### config.mk
export PLATFORM = sky130hd
export DESIGN_NAME = hpp_port
export DESIGN_NICKNAME = d
export VERILOG_FILES = /design/src/core/hpp_pkg.sv /design/src/core/hpp_sync.sv /design/src/core/hpp_port.sv
export SDC_FILE = /design/constraint.sdc
export NUM_CORES = 1
export LEC_CHECK = 0
export BUFFER_PORTS_ARGS = -buffer_cell sky130_fd_sc_hd__buf_2
export CORE_MARGIN = 5
export CORE_UTILIZATION = 53
export DETAILED_ROUTE_END_ITERATION = 7
export PLACE_DENSITY = 0.8
export SLEW_MARGIN = 20
export SYNTH_ARGS = -nofsm -noshare
export SYNTH_HDL_FRONTEND = slang
export SYNTH_HIERARCHICAL = 1
export SYNTH_SLANG_ARGS = --single-unit
### constraint.sdc
create_clock -name core_clk -period 1.91 [get_ports core_clk]
set_clock_uncertainty 0.05 [all_clocks]
set_input_delay 0.382 -clock core_clk [delete_from_list [all_inputs] [get_ports core_clk]]
set_output_delay 0.382 -clock core_clk [all_outputs]
set_load 0.005 [all_outputs]
### src/core/hpp_pkg.sv
// Purpose: constants for the host access port
// Assumes: core_clk at 40 MHz
// Notes: serial control word is 16 bits then 8 data bits
package hpp_pkg;
  localparam int HPP_DATA_W = 8;
  localparam int HPP_ADDR_W = 14;
  // ----------------------------------------
  // serial frame layout
  // ----------------------------------------
  localparam int HPP_CTRL_BITS = 16;
  localparam int HPP_FRAME_BITS = 24;
  localparam int HPP_RW_POS = 15;
  localparam int HPP_B_POS = 0;
  localparam int HPP_ADDR_LSB = 1;
  // ----------------------------------------
  // pin positions on the shared bus
  // ----------------------------------------
  localparam int HPP_PIN_MISO = 0;
  localparam int HPP_PIN_MOSI = 1;
  localparam int HPP_PIN_SCLK = 2;
  localparam int HPP_PIN_SWAP = 5;
  localparam int HPP_PIN_CPHA = 6;
  localparam int HPP_PIN_CPOL = 7;
  // ----------------------------------------
  // reset values
  // ----------------------------------------
  localparam logic [7:0] HPP_DATA_RST = 8'h00;
  localparam logic [4:0] HPP_CNT_RST = 5'h00;
endpackage

### src/core/hpp_sync.sv
// Purpose: two flip-flop synchroniser for a bus of pins
// Assumes: inputs asynchronous to core_clk
// Notes: first stage read only by second stage
`timescale 1ns/1ps
module hpp_sync #(
  parameter int W = 1
) (
  input wire logic core_clk,
  input wire logic rst_b,
  input wire logic clk_en,
  input wire logic [W-1:0] async_in,
  output logic [W-1:0] sync_out
);
  logic [W-1:0] stage1;
  logic [W-1:0] next_stage1;
  logic [W-1:0] next_sync_out;

  always_comb begin
    next_stage1 = clk_en ? async_in : stage1;
    next_sync_out = clk_en ? stage1 : sync_out;
  end

  always_ff @(posedge core_clk or negedge rst_b) begin
    if (!rst_b) begin
      stage1 <= '0;
      sync_out <= '0;
    end else begin
      stage1 <= next_stage1;
      sync_out <= next_sync_out;
    end
  end
endmodule

### src/core/hpp_port.sv
// Purpose: parallel or serial host register access port
// Assumes: register file outside, answers reg_rdata combinationally
// Notes: strobes and serial clock sampled by core_clk
//
// Overview of operation
// - data bus undriven while chip select high
// - strobes count only with chip select low
// - parallel read drives register while strobe, select low
// - bit 5 picks lsb or msb first
// - read/write and B bits stay fixed
// - bit 2 is serial clock input
// - bit 1 mosi in, bit 0 miso out
// - parallel write latched at write strobe rising edge
`timescale 1ns/1ps
module hpp_port
  import hpp_pkg::*;
(
  input wire logic core_clk,
  input wire logic rst_b,
  input wire logic clk_en,
  input wire logic serial_mode_sel,
  input wire logic bus_timing_select,
  input wire logic chip_select_n,
  input wire logic read_strobe_n,
  input wire logic write_strobe_n,
  input wire logic [HPP_ADDR_W-1:0] addr,
  input wire logic [HPP_DATA_W-1:0] data_in,
  output logic [HPP_DATA_W-1:0] data_out,
  output logic [HPP_DATA_W-1:0] data_oe,
  output logic [HPP_ADDR_W-1:0] reg_addr,
  output logic [HPP_DATA_W-1:0] reg_wdata,
  output logic reg_we,
  output logic reg_b,
  input wire logic [HPP_DATA_W-1:0] reg_rdata
);
  // ----------------------------------------
  // pin synchronisers
  // ----------------------------------------
  localparam int SW = 3 + 1 + HPP_ADDR_W + HPP_DATA_W + 1;
  logic [SW-1:0] s_bus;
  logic cs_n, rd_n, wr_n, ser, wr_n_d;
  logic cs_act, rd_act, wr_act;
  logic [HPP_ADDR_W-1:0] s_addr;
  logic [HPP_DATA_W-1:0] s_data;

  hpp_sync #(.W(SW)) u_sync (
    .core_clk(core_clk),
    .rst_b(rst_b),
    .clk_en(clk_en),
    .async_in({~chip_select_n, ~read_strobe_n, ~write_strobe_n, serial_mode_sel, addr,
      data_in, bus_timing_select}),
    .sync_out(s_bus)
  );
  // active-low pins travel inverted so a reset synchroniser reads as idle
  assign {cs_act, rd_act, wr_act, ser, s_addr, s_data} = s_bus[SW-1:1];
  assign cs_n = ~cs_act;
  assign rd_n = ~rd_act;
  assign wr_n = ~wr_act;

  wire logic sclk = s_data[HPP_PIN_SCLK];
  wire logic mosi = s_data[HPP_PIN_MOSI];
  wire logic cpol = s_data[HPP_PIN_CPOL];
  wire logic cpha = s_data[HPP_PIN_CPHA];
  wire logic msb_first = s_data[HPP_PIN_SWAP];

  // ----------------------------------------
  // serial engine state
  // ----------------------------------------
  logic sclk_d, next_sclk_d;
  logic [4:0] bit_cnt, next_bit_cnt;
  logic [HPP_CTRL_BITS-1:0] ctrl_sr, next_ctrl_sr, ctrl_word;
  logic [HPP_DATA_W-1:0] dat_sr, next_dat_sr;
  logic [HPP_DATA_W-1:0] tx_sr, next_tx_sr;
  logic miso, next_miso;
  logic [HPP_DATA_W-1:0] next_data_out, next_data_oe, next_reg_wdata;
  logic [HPP_ADDR_W-1:0] next_reg_addr, ctl_addr, raw_addr;
  logic next_reg_we, next_reg_b, next_wr_n_d;
  logic lead, trail, smp, shf;

  // rearrange address bits by order; rw and B untouched
  always_comb begin
    // control word including the bit being sampled now
    ctrl_word = {ctrl_sr[HPP_CTRL_BITS-2:0], mosi};
    raw_addr = ctrl_word[HPP_ADDR_LSB +: HPP_ADDR_W];
    for (int i = 0; i < HPP_ADDR_W; i++) begin
      ctl_addr[i] = msb_first ? raw_addr[i] : raw_addr[HPP_ADDR_W-1-i];
    end
  end

  always_comb begin
    lead = (sclk != sclk_d) && (sclk != cpol);
    trail = (sclk != sclk_d) && (sclk == cpol);
    smp = cpha ? trail : lead;
    shf = cpha ? lead : trail;
    next_sclk_d = sclk;
    next_bit_cnt = bit_cnt;
    next_ctrl_sr = ctrl_sr;
    next_dat_sr = dat_sr;
    next_tx_sr = tx_sr;
    next_miso = miso;
    next_data_out = data_out;
    next_data_oe = '0;
    next_reg_addr = reg_addr;
    next_reg_wdata = reg_wdata;
    next_reg_we = 1'b0;
    next_reg_b = reg_b;
    next_wr_n_d = wr_n;
    if (cs_n) begin
      next_bit_cnt = HPP_CNT_RST;
      next_data_out = HPP_DATA_RST;
    end else if (ser) begin
      // serial mode: only miso driven, strobes ignored
      next_data_oe[HPP_PIN_MISO] = 1'b1;
      next_data_out = {{(HPP_DATA_W-1){1'b0}}, miso};
      if (smp && bit_cnt < 5'(HPP_FRAME_BITS)) begin
        next_bit_cnt = bit_cnt + 5'h01;
        if (bit_cnt < 5'(HPP_CTRL_BITS))
          next_ctrl_sr = ctrl_word;
        else if (msb_first)
          next_dat_sr = {dat_sr[HPP_DATA_W-2:0], mosi};
        else
          next_dat_sr = {mosi, dat_sr[HPP_DATA_W-1:1]};
        if (bit_cnt == 5'(HPP_CTRL_BITS - 1)) begin
          next_reg_addr = ctl_addr;
          next_reg_b = ctrl_word[HPP_B_POS];
        end
        if (bit_cnt == 5'(HPP_FRAME_BITS - 1) && !ctrl_sr[HPP_RW_POS]) begin
          next_reg_we = 1'b1;
          next_reg_wdata = msb_first ? {dat_sr[HPP_DATA_W-2:0], mosi}
                                     : {mosi, dat_sr[HPP_DATA_W-1:1]};
        end
      end
      if (shf && bit_cnt == 5'(HPP_CTRL_BITS)) begin
        next_miso = msb_first ? reg_rdata[HPP_DATA_W-1] : reg_rdata[0];
        next_tx_sr = msb_first ? {reg_rdata[HPP_DATA_W-2:0], 1'b0}
                               : {1'b0, reg_rdata[HPP_DATA_W-1:1]};
      end else if (shf && bit_cnt > 5'(HPP_CTRL_BITS)) begin
        next_miso = msb_first ? tx_sr[HPP_DATA_W-1] : tx_sr[0];
        next_tx_sr = msb_first ? {tx_sr[HPP_DATA_W-2:0], 1'b0} : {1'b0, tx_sr[HPP_DATA_W-1:1]};
      end
    end else begin
      next_reg_addr = s_addr;
      if (!rd_n) begin
        next_data_oe = '1;
        next_data_out = reg_rdata;
      end
      if (wr_n && !wr_n_d) begin
        next_reg_we = 1'b1;
        next_reg_wdata = s_data;
      end
    end
    if (ser && cs_n) next_miso = 1'b0;
  end

  always_ff @(posedge core_clk or negedge rst_b) begin
    if (!rst_b) begin
      sclk_d <= 1'b0;
      bit_cnt <= HPP_CNT_RST;
      ctrl_sr <= '0;
      dat_sr <= '0;
      tx_sr <= '0;
      miso <= 1'b0;
      data_out <= HPP_DATA_RST;
      data_oe <= '0;
      reg_addr <= '0;
      reg_wdata <= HPP_DATA_RST;
      reg_we <= 1'b0;
      reg_b <= 1'b0;
      wr_n_d <= 1'b1;
    end else if (clk_en) begin
      sclk_d <= next_sclk_d;
      bit_cnt <= next_bit_cnt;
      ctrl_sr <= next_ctrl_sr;
      dat_sr <= next_dat_sr;
      tx_sr <= next_tx_sr;
      miso <= next_miso;
      data_out <= next_data_out;
      data_oe <= next_data_oe;
      reg_addr <= next_reg_addr;
      reg_wdata <= next_reg_wdata;
      reg_we <= next_reg_we;
      reg_b <= next_reg_b;
      wr_n_d <= next_wr_n_d;
    end
  end

  // ----------------------------------------
  // checks
  // ----------------------------------------
  bus_float_cs_a: assert property (@(posedge core_clk) disable iff (!rst_b)
    clk_en && cs_n |=> data_oe == '0)
    else $error("data bus driven while deselected");
  strobe_qual_a: assert property (@(posedge core_clk) disable iff (!rst_b)
    clk_en && cs_n && !ser |=> !reg_we)
    else $error("write taken while deselected");
  read_drive_a: assert property (@(posedge core_clk) disable iff (!rst_b)
    clk_en && !cs_n && !rd_n && !ser |=> data_oe == '1 && data_out == $past(reg_rdata))
    else $error("read data not driven");
  order_msb_a: assert property (@(posedge core_clk) disable iff (!rst_b)
    clk_en && ser && !cs_n && shf && bit_cnt == 5'(HPP_CTRL_BITS) && msb_first
    |=> miso == $past(reg_rdata[HPP_DATA_W-1]))
    else $error("msb first not honoured");
  rw_fixed_a: assert property (@(posedge core_clk) disable iff (!rst_b)
    clk_en && ser && !cs_n && smp && bit_cnt == 5'(HPP_FRAME_BITS - 1) && ctrl_sr[HPP_RW_POS]
    |=> !reg_we)
    else $error("read frame caused a write");
  serial_oe_a: assert property (@(posedge core_clk) disable iff (!rst_b)
    clk_en && ser && !cs_n |=> data_oe == 8'h01)
    else $error("serial mode drives wrong pins");
  write_edge_a: assert property (@(posedge core_clk) disable iff (!rst_b)
    clk_en && !cs_n && !ser && wr_n && !wr_n_d |=> reg_we && reg_wdata == $past(s_data))
    else $error("write edge missed");
  serial_nopar_a: assert property (@(posedge core_clk) disable iff (!rst_b)
    clk_en && ser && !cs_n && !smp |=> !reg_we)
    else $error("parallel write in serial mode");
endmodule

==> reports/qor.txt <==
CORE AREA: 11,560 sq um
Worst vdd ir: 0.6767 mV
Slew @ Worst Pin: 0.5753 ns
Initial Utilization: 0.5456
Sequential Power Share: 0.393
DR WL/cell: 18.62 microns
Root Driver: clkbuf_16
Max frequency: 0.5404 GHz
Final min period: 1.850 ns
Detail Route Antenna Nets: 0
CP endpoint kind: register
Synthesized area per cell: 12.62 sq um
Worst Path Required: 2.17 ns
Boundary Pins: 78
Mapped Cells: 500
Critical Path Start: u_sync/sync_out[8]
Clk sinks: 126
Leakage: 3.600 nW
First-pass GRT wire length: 22.56 mm
Largest net degree at the start of global routing: 57
Die ar.: 14,190 sq um
Power Dens Cells: 1184 nW/um^2
Hold WC Path Type: primary input to register
DR iter-0 viols: 388
Setup tns final: 0 ns
Clock Tree Buf Depth: 2
Status: completed
R2r startpoint: u_sync/sync_out[8]
Gate power share: 0.203
Routed wire length: 13.76 mm
Initial antenna violation count: 0
Count of final max-slew check failures: 0
Min-delay src: serial_mode_sel
Drt first pass iters: 5
Max-cap violations: 0
WS Path Type: register to register
Crit start category: register
Vias in the first global route: 4,401
Post-Place Setup Slack: 0.04929 ns
Mean number of vias per cell: 5.945
Non-Filler Instances: 739
Internal power: 6.541 mW
Grt ovf: 0
GRT Total Usage: 0.1986
CTS buffer count: 17
Crit path DAT: 2.11 ns
H-tree depth: 4
Reg clk slew, reported paths: 0.06 ns
Die Ht: 119.1 microns
Port-buffer cells: 76
Residual DRC: 0
# setup viols final: 0
Area grow syn2layout: 19.93%
Setup ws final: 0.05953 ns
Share of layout cells above drive strength 1: 0.3893
Clk_lat worst skew: 0.42 ns
Net Sw Power: 2.415 mW
Antenna cells: 0
Yosys warnings: 6
Vias: 4,393
Chip width: 119.1 microns
Nets: 624
Mapped cell area: 6310 sq um
Crit-path max FO: 9
Reg2Reg Setup Slack: 0.06 ns
Slew Limit Headroom: 0.6139
CTS tree: yes
Sw Share: 0.2697
Rows: 39
Final period util: 0.9688
Mapped Nets: 541
Fin. Hold Viols: 0
Clock power frac: 0.404
Final GP Congestion: 0.8997
Detailed Place HPWL: 9.280 mm
DP Cell Count: 704
-- per-stage QoR --
stage          instance area (sq um)    util  hold slack (ns)  power (mW)
2_1_floorplan                   6310       -          0.03641       4.621
3_3_place_gp                    6848  0.5921           0.3169       5.196
3_5_place_dp                    6848  0.5921           0.3181       5.285
4_1_cts                         7521  0.6503           0.1254       8.939
5_1_grt                         7567  0.6543           0.1219       9.358
6_report                        7567  0.6543           0.1377       8.956
-- flip-flops by register name (all words and copies together), names as in the netlist --
name             cells
tx_sr                8
reg_addr            14
wr_n_d               1
dat_sr               8
u_sync/stage1       26
data_oe              2
data_out             8
sclk_d               1
reg_we               1
ctrl_sr             16
u_sync/sync_out     26
bit_cnt              5
reg_wdata            8
miso                 1
reg_b                1
-- final timing paths --
check,cells after the start,end
worst max-delay path,6,tx_sr[5]
min in group asynchronous,2,bit_cnt[4]
worst min-delay path,2,u_sync/stage1[23]
max in group asynchronous,3,wr_n_d
worst max register to register,6,tx_sr[5]
worst min register to register,1,wr_n_d
-- routing by layer --
layer	vias up	routed length, microns	track usage
li1	2012	-	-
met1	2209	6209	0.2679
met2	148	6476	0.2932
met3	24	734	0.05829
met4	0	341	0.09920
met5	-	0	0
-- repair_timing --
item / CTS / global route
endpoints found under the setup margin: 0 / 27
hold endpoints to repair: 26 / 0
hold buffers: 1 / 0
resized for setup: 0 / 12
buffers inserted: 0 / 1
-- power by group through the flow --
| stage | registers [mW] | logic, mW | clock network [mW] |
|---|---|---|---|
| after global routing | 3.58 | 1.97 | 3.81 |
| after global placement | 3.51 | 1.68 | 0 |
| after floorplan | 3.43 | 1.19 | 0 |
| after CTS | 3.51 | 1.77 | 3.66 |
| final | 3.52 | 1.81 | 3.62 |
| after detailed placement | 3.54 | 1.74 | 0 |
-- placed cells by master, fill, tap and decap left out, types with 7 or more instances in the layout --
master and count:
a311oi_1 14, nand2_1 11, a211oi_1 7, a21oi_1 9, inv_1 25, o21ai_0 18
nand3_1 17, mux2_2 22, mux2i_1 34, clkbuf_16 17, o22ai_1 14, mux2_4 61
a22o_1 14, dfrtp_1 124, nor2_1 9, buf_2 75, nor3_1 16, buf_4 24
-- worst max-delay path, cell delays in order, from the launching register on --
cell,delay (ns)
dfrtp_1,0.43
xnor2_2,0.19
buf_4,0.17
mux2i_2,0.30
buf_2,0.26
o21ai_0,0.13
a22o_1,0.20
-- final cells by class --
class | instances | area [sq um]
clock inverter | 11 | 212.7
inverter | 25 | 93.84
timing repair buffer | 107 | 696.9
multi-input combinational | 306 | 2776
sequential | 126 | 3158
fill | 820 | 3998
tap | 143 | 178.9
clock buffer | 21 | 450.4
Power figures use the tool's default switching activity.
